`src/core/bwhp_regs.vh`:
```
// Constants of the byte-wide host memory port: register offsets, fields, codes.
// Assumes inclusion by bare name from the design files under core/.
`ifndef BWHP_REGS_VH
`define BWHP_REGS_VH

// ****************************************************************
// Processor-side register offsets (byte addresses, one word each)
// ****************************************************************
`define BWHP_OFS_CTRL 4'h0
`define BWHP_OFS_STAT 4'h4
`define BWHP_OFS_ADDR 4'h8

// ****************************************************************
// Processor control register fields and reset values
// ****************************************************************
`define BWHP_CC_KEEP 0
`define BWHP_CC_HOST_INTERRUPT_N_SET 1
`define BWHP_CC_DINT_CLR 2
`define BWHP_KEEP_RST 1'h0

// ****************************************************************
// Processor status register fields
// ****************************************************************
`define BWHP_ST_DINT 0
`define BWHP_ST_HOST_INTERRUPT_N 1
`define BWHP_ST_BUSY 2

// ****************************************************************
// Host control word fields
// ****************************************************************
`define BWHP_HC_DINT 1
`define BWHP_HC_HOST_INTERRUPT_N 2
`define BWHP_HC_XSEL 4

// ****************************************************************
// Access target codes {sel_1, sel_0}
// ****************************************************************
`define BWHP_TGT_CTRL 2'h0
`define BWHP_TGT_MEMI 2'h1
`define BWHP_TGT_ADDR 2'h2
`define BWHP_TGT_MEM 2'h3

// ****************************************************************
// Memory operation states and synchroniser depth
// ****************************************************************
`define BWHP_S_IDLE 2'h0
`define BWHP_S_RD 2'h1
`define BWHP_S_WR 2'h2
`define BWHP_SYNC_STAGES 2

`endif

```
`src/core/bwhp_host_port.v`:
```
// Byte-wide host port: host strobed pins in, shared-memory requests out.
// Assumes clk keeps running from the reference clock in deep idle and that
// the memory answers a granted host access with a one-cycle mem_done.
//
// Local design decisions: the address map and the Avalon-MM interface to the registers.
`include "bwhp_regs.vh"

module bwhp_host_port #(
  parameter AW = 23,
  parameter DW = 16,
  parameter NDMA = 6
) (
  input wire clk,
  input wire rst,
  input wire [3:0] avs_address,
  input wire avs_read,
  input wire avs_write,
  input wire [31:0] avs_writedata,
  input wire [3:0] avs_byteenable,
  output wire [31:0] avs_readdata,
  output wire avs_waitrequest,
  input wire [7:0] host_data_lines_in,
  output wire [7:0] host_data_lines_out,
  output wire host_data_lines_oe,
  output wire host_bus_keeper_enable,
  input wire host_data_strobe_a_n,
  input wire host_data_strobe_b_n,
  input wire host_read_write_n,
  input wire host_addr_strobe_n,
  input wire byte_half_select,
  input wire access_target_sel_0,
  input wire access_target_sel_1,
  output wire host_ready,
  output wire host_interrupt_n,
  output wire [AW-1:0] mem_addr,
  output wire mem_wr,
  output wire [DW-1:0] mem_wdata,
  input wire [DW-1:0] mem_rdata,
  input wire mem_done,
  input wire cpu_mem_req,
  input wire [NDMA-1:0] dma_mem_req,
  output wire grant_host,
  output wire grant_cpu,
  output wire [NDMA-1:0] grant_dma,
  input wire idle_req,
  output wire clock_stop_ok
);

  // ****************************************************************
  // Helpers
  // ****************************************************************
  // First byte on the pins is the high half of the word.
  function [7:0] half_of;
    input [15:0] w;
    input h;
    begin
      half_of = h ? w[7:0] : w[15:8];
    end
  endfunction

  // ****************************************************************
  // Pin synchroniser
  // ****************************************************************
  localparam PW = 15;
  localparam [3:0] P_A = 4'd14;
  localparam [3:0] P_B = 4'd13;
  localparam [3:0] P_RW = 4'd12;
  localparam [3:0] P_AS = 4'd11;
  localparam [3:0] P_H = 4'd10;
  localparam [3:0] P_S1 = 4'd9;
  localparam [3:0] P_S0 = 4'd8;

  wire [PW-1:0] pins;
  reg [PW-1:0] s1_q;
  reg [PW-1:0] s2_q;
  assign pins = {host_data_strobe_a_n, host_data_strobe_b_n, host_read_write_n,
                 host_addr_strobe_n, byte_half_select, access_target_sel_1,
                 access_target_sel_0, host_data_lines_in};

  always @(posedge clk) begin
    if (rst) begin
      s1_q <= {PW{1'b1}};
      s2_q <= {PW{1'b1}};
    end else begin
      s1_q <= pins;
      s2_q <= s1_q;
    end
  end

  // Either strobe low counts, so a host may tie the unused one high.
  wire stb = ~s2_q[P_A] | ~s2_q[P_B];
  wire as_low = ~s2_q[P_AS];
  wire [7:0] din = s2_q[7:0];

  // ****************************************************************
  // Host access capture
  // ****************************************************************
  reg stb_q;
  reg as_q;
  reg as_seen_q;
  reg [3:0] lat_q;
  reg [3:0] cur_q;
  wire stb_rise = stb & ~stb_q;
  wire stb_fall = ~stb & stb_q;
  wire [3:0] live = {s2_q[P_RW], s2_q[P_H], s2_q[P_S1], s2_q[P_S0]};
  wire [3:0] eff = stb_q ? cur_q : (as_seen_q ? lat_q : live);
  wire e_rd = eff[3];
  wire e_half = eff[2];
  wire [1:0] e_tgt = eff[1:0];

  always @(posedge clk) begin
    if (rst) begin
      stb_q <= 1'b0;
      as_q <= 1'b0;
      as_seen_q <= 1'b0;
      lat_q <= 4'h0;
      cur_q <= 4'h0;
    end else begin
      stb_q <= stb;
      as_q <= as_low;
      // A multiplexed host latches control with the address strobe.
      if (as_low & ~as_q) begin
        lat_q <= live;
        as_seen_q <= 1'b1;
      end
      if (stb_rise)
        cur_q <= eff;
      if (stb_fall)
        as_seen_q <= 1'b0;
    end
  end

  // ****************************************************************
  // Pointer, control and memory sequencing
  // ****************************************************************
  reg [AW-1:0] addr_q;
  reg xsel_q;
  reg [7:0] hold_q;
  reg [DW-1:0] rdbuf_q;
  reg [1:0] st_q;
  reg inc_q;
  reg mem_wr_q;
  reg [DW-1:0] wdata_q;
  reg host_interrupt_n_q;
  reg dint_q;
  reg keep_q;
  reg ready_q;
  reg [7:0] dout_q;
  reg doe_q;
  reg host_interrupt_n_n_q;
  reg grant_host_q;
  reg wait_q;

  wire [15:0] word = {hold_q, din};
  wire host_done = grant_host_q & mem_done;
  wire cpu_acc = (avs_read | avs_write) & ~wait_q;
  wire cpu_wr = cpu_acc & avs_write & avs_byteenable[0];
  wire cpu_ctrl_wr = cpu_wr & (avs_address == `BWHP_OFS_CTRL);
  wire host_ctrl_wr = stb_fall & ~cur_q[3] & cur_q[2] & (cur_q[1:0] == `BWHP_TGT_CTRL);
  wire [15:0] ctl_word = {11'h000, xsel_q, 1'b0, host_interrupt_n_q, dint_q, 1'b0};
  wire [15:0] ptr_word = xsel_q ? {9'h000, addr_q[AW-1:16]} : addr_q[15:0];
  // Ready drops only for a launched memory operation; a first byte or a
  // register read leaves it high.
  wire launch = stb_fall & cur_q[2] &
                (~cur_q[3] | (cur_q[1:0] == `BWHP_TGT_MEMI));

  always @(posedge clk) begin
    if (rst) begin
      addr_q <= {AW{1'b0}};
      xsel_q <= 1'b0;
      hold_q <= 8'h00;
      rdbuf_q <= {DW{1'b0}};
      st_q <= `BWHP_S_IDLE;
      inc_q <= 1'b0;
      mem_wr_q <= 1'b0;
      wdata_q <= {DW{1'b0}};
    end else begin
      case (st_q)
        `BWHP_S_RD: begin
          if (host_done) begin
            rdbuf_q <= mem_rdata;
            st_q <= `BWHP_S_IDLE;
          end
        end
        `BWHP_S_WR: begin
          if (host_done) begin
            // Refill the read buffer so it never holds stale data.
            if (inc_q)
              addr_q <= addr_q + {{(AW-1){1'b0}}, 1'b1};
            mem_wr_q <= 1'b0;
            st_q <= `BWHP_S_RD;
          end
        end
        `BWHP_S_IDLE: begin
          if (stb_fall & ~cur_q[3] & ~cur_q[2])
            hold_q <= din;
          if (stb_fall & ~cur_q[3] & cur_q[2]) begin
            case (cur_q[1:0])
              `BWHP_TGT_CTRL: begin
                xsel_q <= word[`BWHP_HC_XSEL];
                st_q <= `BWHP_S_RD;
              end
              `BWHP_TGT_ADDR: begin
                if (xsel_q)
                  addr_q[AW-1:16] <= word[AW-17:0];
                else
                  addr_q[15:0] <= word;
                st_q <= `BWHP_S_RD;
              end
              default: begin
                wdata_q <= word;
                mem_wr_q <= 1'b1;
                inc_q <= (cur_q[1:0] == `BWHP_TGT_MEMI);
                st_q <= `BWHP_S_WR;
              end
            endcase
          end
          if (stb_fall & cur_q[3] & cur_q[2] & (cur_q[1:0] == `BWHP_TGT_MEMI)) begin
            addr_q <= addr_q + {{(AW-1){1'b0}}, 1'b1};
            st_q <= `BWHP_S_RD;
          end
        end
        default: st_q <= `BWHP_S_IDLE;
      endcase
    end
  end

  // ****************************************************************
  // Interrupt flags, keeper and pin drivers
  // ****************************************************************
  always @(posedge clk) begin
    if (rst) begin
      host_interrupt_n_q <= 1'b0;
      dint_q <= 1'b0;
      keep_q <= `BWHP_KEEP_RST;
      ready_q <= 1'b1;
      dout_q <= 8'h00;
      doe_q <= 1'b0;
      host_interrupt_n_n_q <= 1'b1;
    end else begin
      // Setting wins over clearing for both flags.
      if (cpu_ctrl_wr & avs_writedata[`BWHP_CC_HOST_INTERRUPT_N_SET])
        host_interrupt_n_q <= 1'b1;
      else if (host_ctrl_wr & word[`BWHP_HC_HOST_INTERRUPT_N])
        host_interrupt_n_q <= 1'b0;
      if (host_ctrl_wr & word[`BWHP_HC_DINT])
        dint_q <= 1'b1;
      else if (cpu_ctrl_wr & avs_writedata[`BWHP_CC_DINT_CLR])
        dint_q <= 1'b0;
      if (cpu_ctrl_wr)
        keep_q <= avs_writedata[`BWHP_CC_KEEP];
      host_interrupt_n_n_q <= ~host_interrupt_n_q;
      ready_q <= (st_q == `BWHP_S_IDLE) & ~launch;
      doe_q <= stb & e_rd;
      if (stb & e_rd) begin
        case (e_tgt)
          `BWHP_TGT_CTRL: dout_q <= half_of(ctl_word, e_half);
          `BWHP_TGT_ADDR: dout_q <= half_of(ptr_word, e_half);
          default: dout_q <= half_of(rdbuf_q, e_half);
        endcase
      end
    end
  end

  // ****************************************************************
  // Memory arbiter
  // ****************************************************************
  // Address alone picks the location; program and data share one map.
  // The arbiter is reset only by rst, never by core reset or halt.
  wire host_req = (st_q != `BWHP_S_IDLE);
  reg [NDMA-1:0] grant_dma_q;
  reg grant_cpu_q;
  reg [NDMA-1:0] dma_first;
  integer i;

  always @* begin
    dma_first = {NDMA{1'b0}};
    for (i = NDMA - 1; i >= 0; i = i - 1) begin
      if (dma_mem_req[i])
        dma_first = {{(NDMA-1){1'b0}}, 1'b1} << i;
    end
  end

  always @(posedge clk) begin
    if (rst) begin
      grant_host_q <= 1'b0;
      grant_dma_q <= {NDMA{1'b0}};
      grant_cpu_q <= 1'b0;
    end else begin
      grant_host_q <= host_req & ~host_done;
      grant_dma_q <= host_req ? {NDMA{1'b0}} : dma_first;
      grant_cpu_q <= cpu_mem_req & ~host_req & ~|dma_mem_req;
    end
  end

  // ****************************************************************
  // Deep idle handshake
  // ****************************************************************
  // Clocks may stop once no strobe, host operation or DMA request is seen; a host launch at strobe end does not yet count.
  reg stop_ok_q;
  always @(posedge clk) begin
    if (rst)
      stop_ok_q <= 1'b0;
    else
      stop_ok_q <= idle_req & ~host_req & ~|dma_mem_req & ~stb;
  end

  // ****************************************************************
  // Processor register slave
  // ****************************************************************
  reg [31:0] rdata_q;
  always @(posedge clk) begin
    if (rst) begin
      wait_q <= 1'b1;
      rdata_q <= 32'h0000_0000;
    end else if (~wait_q) begin
      wait_q <= 1'b1;
    end else if (avs_read | avs_write) begin
      wait_q <= 1'b0;
      rdata_q <= 32'h0000_0000;
      if (avs_read) begin
        case (avs_address)
          `BWHP_OFS_CTRL: rdata_q <= {31'h0000_0000, keep_q};
          `BWHP_OFS_STAT: rdata_q <= {29'h0000_0000, host_req, host_interrupt_n_q, dint_q};
          `BWHP_OFS_ADDR: rdata_q <= {{(32-AW){1'b0}}, addr_q};
          default: rdata_q <= 32'h0000_0000;
        endcase
      end
    end
  end

  assign avs_readdata = rdata_q;
  assign avs_waitrequest = wait_q;
  assign host_data_lines_out = dout_q;
  assign host_data_lines_oe = doe_q;
  assign host_bus_keeper_enable = keep_q;
  assign host_ready = ready_q;
  assign host_interrupt_n = host_interrupt_n_n_q;
  assign mem_addr = addr_q;
  assign mem_wr = mem_wr_q;
  assign mem_wdata = wdata_q;
  assign grant_host = grant_host_q;
  assign grant_cpu = grant_cpu_q;
  assign grant_dma = grant_dma_q;
  assign clock_stop_ok = stop_ok_q;

endmodule // bwhp_host_port

```
`config.mk`:
```
export PLATFORM = sky130hd
export DESIGN_NAME = bwhp_host_port
export DESIGN_NICKNAME = d
export VERILOG_FILES = /design/src/core/bwhp_host_port.v
export VERILOG_INCLUDE_DIRS = /design/src /design/src/core
export SDC_FILE = /design/constraint.sdc
export NUM_CORES = 1
export LEC_CHECK = 0
export BUFFER_PORTS_ARGS = -buffer_cell sky130_fd_sc_hd__buf_2
export CAP_MARGIN = 0
export CORE_ASPECT_RATIO = 1.75
export CORE_UTILIZATION = 45
export DETAILED_ROUTE_END_ITERATION = 10
export PLACE_DENSITY = 0.73
export SYNTH_ARGS = -nofsm -noshare
export SYNTH_HDL_FRONTEND = slang
export SYNTH_SLANG_ARGS = --single-unit
```
`constraint.sdc`:
```
create_clock -name clk -period 2.2 [get_ports clk]
set_clock_uncertainty 0.15 [all_clocks]
set_input_delay 0.11 -clock clk [delete_from_list [all_inputs] [get_ports clk]]
set_output_delay 0.11 -clock clk [all_outputs]
set_load 0.02 [all_outputs]
```
==> out/qor.yml <==
cp.depth: 4
ys.flop_type: "dfxtp_1"
ys_warn_count: 0
root_buffer: "clkbuf_16"
clk_pin_slew_ns: 0.07
cpPeakStageDelay_ns: 0.59
synth_compound_area_share_pct: 19.91
gr-total-overflow: 0
drt-total-wl_um: 20200
combPwrFrac_pct: 10.2
grt_max_degree: 70
muxShareOfSynthArea_pct: 3.403
viasPerCell: 5.522
cp.required_ns: 2.42
p_sw_share_pct: 24.87
io-pin-count: 178
synth-simple-area-share_pct: 24.52
cts_sinks: 156
dieArea_um2: 15300
seqPwrFrac_pct: 45.1
hp-class: "in2reg"
fin_util_pct: 61.16
status: "complete, no violations"
clockBufferDepth: 2
slew_viol_final: 0
setup_tns_ns: 0
dp_cells: 1090
wl_per_cell_um: 17.19
critPathBufInv: 1
yosysSeqAreaShare_pct: 46.93
core_um2: 14440
path_max_fanout: 6
antenna_found_initial: 0
relSlewSlack_pct: 37.03
regArea_um2: 3126
max_freq_mhz: 465.5
drtPass1Iterations: 5
die_width_um: 93.93
critPathKind: "reg2reg"
synth-xor-area-share_pct: 0
grt_pass1_vias: 6399
synth_seq_cells: 156
cp-end-kind: "flop"
rsz0062_at_grt: "false"
pwr-share-clk_pct: 44.6
synth_adder_area_share_pct: 0.1880
floorplan.initialDensity_pct: 46.08
multi_input_area_um2: 3243
holdPathStages: 3
grt_pass1_wl_um: 31620
drv_cap: 0
clk_latency_ns: 0.43
drc: 0
holdWs_ns: 0.03028
fin_nets: 1067
drt_iter0_drc: 373
reg2regPathDepth: 4
syn_area_per_cell_um2: 8.609
htreeDepth: 4
gp_congestion: 0.9444
cp_cell_sequence: "or2_4, or3_4, nor4b_1, dlygate4sd3_1"
antenna_cells: 0
finalCriticalPeriod_ns: 2.148
synth_cells: 773
drive_gt1_share_pct: 28.54
vias: 6488
arrival_ns: 2.37
finalPower_w: 0.006531
synth_top_family_by_area: "simple AND/OR/NAND/NOR gates"
area_delta_synth_final_pct: 32.71
synth_area_um2: 6655
hpwl_um: 13510
fin_cells: 1175
fillers: 1242
min_period_over_period_pct: 97.66
cts_tree: "done"
critical_path.top_delay_family: "simple AND/OR/NAND/NOR gates"
worstMarginPinSlew_ns: 0.9411
portBuffers: 136
num_rows: 58
r2r_setup_slack_ns: 0.05
power_density_nw_per_um2: 739.4
worst_ir_drop_vdd_uv: 568.3
leakage_nw: 3.623
setup_viol: 0
synth_edf_count: 0
track_usage_pct: 26.84
intPower_w: 0.004907
start_kind: "flop"
p_switching_w: 0.001624
cts_made_buffers: 17
ys_types: 70
ant_nets: 0
crit_slowest_cell: "dlygate4sd3_1"
finalHoldViolations: 0
synthArstFlopShare_pct: 0
fp.dieH_um: 162.9
postCtsSetupRepairBufs: 0
[final cells by class]
type,instances,share of cell area [%]
flip-flops and latches,156,35.39
multi-input cells,558,36.72
inverters,6,0.2550
clock buffers,21,5.100
clock inverters,11,1.516
repair buffers,243,18.47
well taps,180,2.550
[worst min-delay path, stage by stage]
cell and delay (ns):
buf_4 0.14, nor2_1 0.15, o2bb2ai_1 0.15
[sequential cells by signal (all words and copies together) (netlist names), 2 cells and up]
register and count:
avs_readdata 23, cur_q 4, grant_dma 6, hold_q 8
host_data_lines_out 8, lat_q 4, mem_addr 23, mem_wdata 16
rdbuf_q 16, s1_q 15, s2_q 15, st_q 2
[layer usage]
| layer | global-route usage, % | part of all wire, % | vias to the layer above |
|---|---|---|---|
| met2 | 49.07 | 53 | 223 |
| met5 | 0 | 0 | - |
| met4 | 15.80 | 4.8 | 0 |
| li1 | - | - | 3118 |
| met1 | 27.66 | 37 | 3077 |
| met3 | 5.229 | 4.7 | 70 |
[logic make-up after synthesis]
logic type | Yosys count
multiplexers | 19
adder cells (fa/ha/maj) | 1
other | 1
buffers and inverters | 67
flip-flops | 156
AO/OA/AOI/OAI | 211
AND/OR/NAND/NOR | 318
[what timing repair did]
action	in CTS	in global routing
resized for setup	0	3
hold buffers	53	0
endpoints found under the hold margin	46	0
endpoints found under the setup margin	0	7
[cells in the final DEF (no fill, tap or decap), types with 12 or more instances in the layout]
master and n:
dfxtp_1 154, dlygate4sd3_1 53, nor2_1 57, or2_2 32
clkbuf_16 17, nand2_1 116, and2_1 18, buf_4 54
o21ai_0 50, a21oi_1 78, nand3_1 12, a22oi_1 26
buf_2 135
[cells in the mapped netlist (8+ instances only)]
master    instances  area (um2)
dfxtp_1         156        3123
nand2_1         116       435.4
a21oi_1          78       390.4
nor2_1           57       214.0
o21ai_0          50       250.2
or2_2            32       200.2
clkbuf_1         29       108.9
a22oi_1          26       195.2
and2_1           18       112.6
buf_4            13       97.59
buf_2            12       60.06
nand3_1          12       60.06
and3_1           10       62.56
nand2b_1         10       62.56
nor2b_1           9       56.30
nor3_1            9       45.04
a211oi_1          8       60.06
mux2i_1           8       80.08
[power by group through the flow]
stage | logic (W) | registers (W) | clock network [W]
after floorplan | 0.000382 | 0.00301 | 0
after global placement | 0.000575 | 0.00300 | 0
after detailed placement | 0.000581 | 0.00301 | 0
after CTS | 0.000651 | 0.00295 | 0.00295
after global routing | 0.000719 | 0.00295 | 0.00308
final | 0.000668 | 0.00295 | 0.00291
[stage by stage]
| stage | instance area (um2) | setup WS [ns] |
|---|---|---|
| finish | 8832 | 0.05156 |
| global route | 8832 | 0.0004856 |
| CTS | 8818 | 0.06476 |
| detailed placement | 7704 | 0.1096 |
| global placement | 7704 | 0.1234 |
| floorplan | 6688 | 0.08399 |
[worst paths after layout]
check | startpoint | end
min reg2reg | s1_q[4] | s2_q[4]
min | rst | mem_addr[17]
max | st_q[0] | grant_dma[3]
max reg2reg | st_q[0] | grant_dma[3]
No activity file was read; power rests on OpenSTA's default activity.
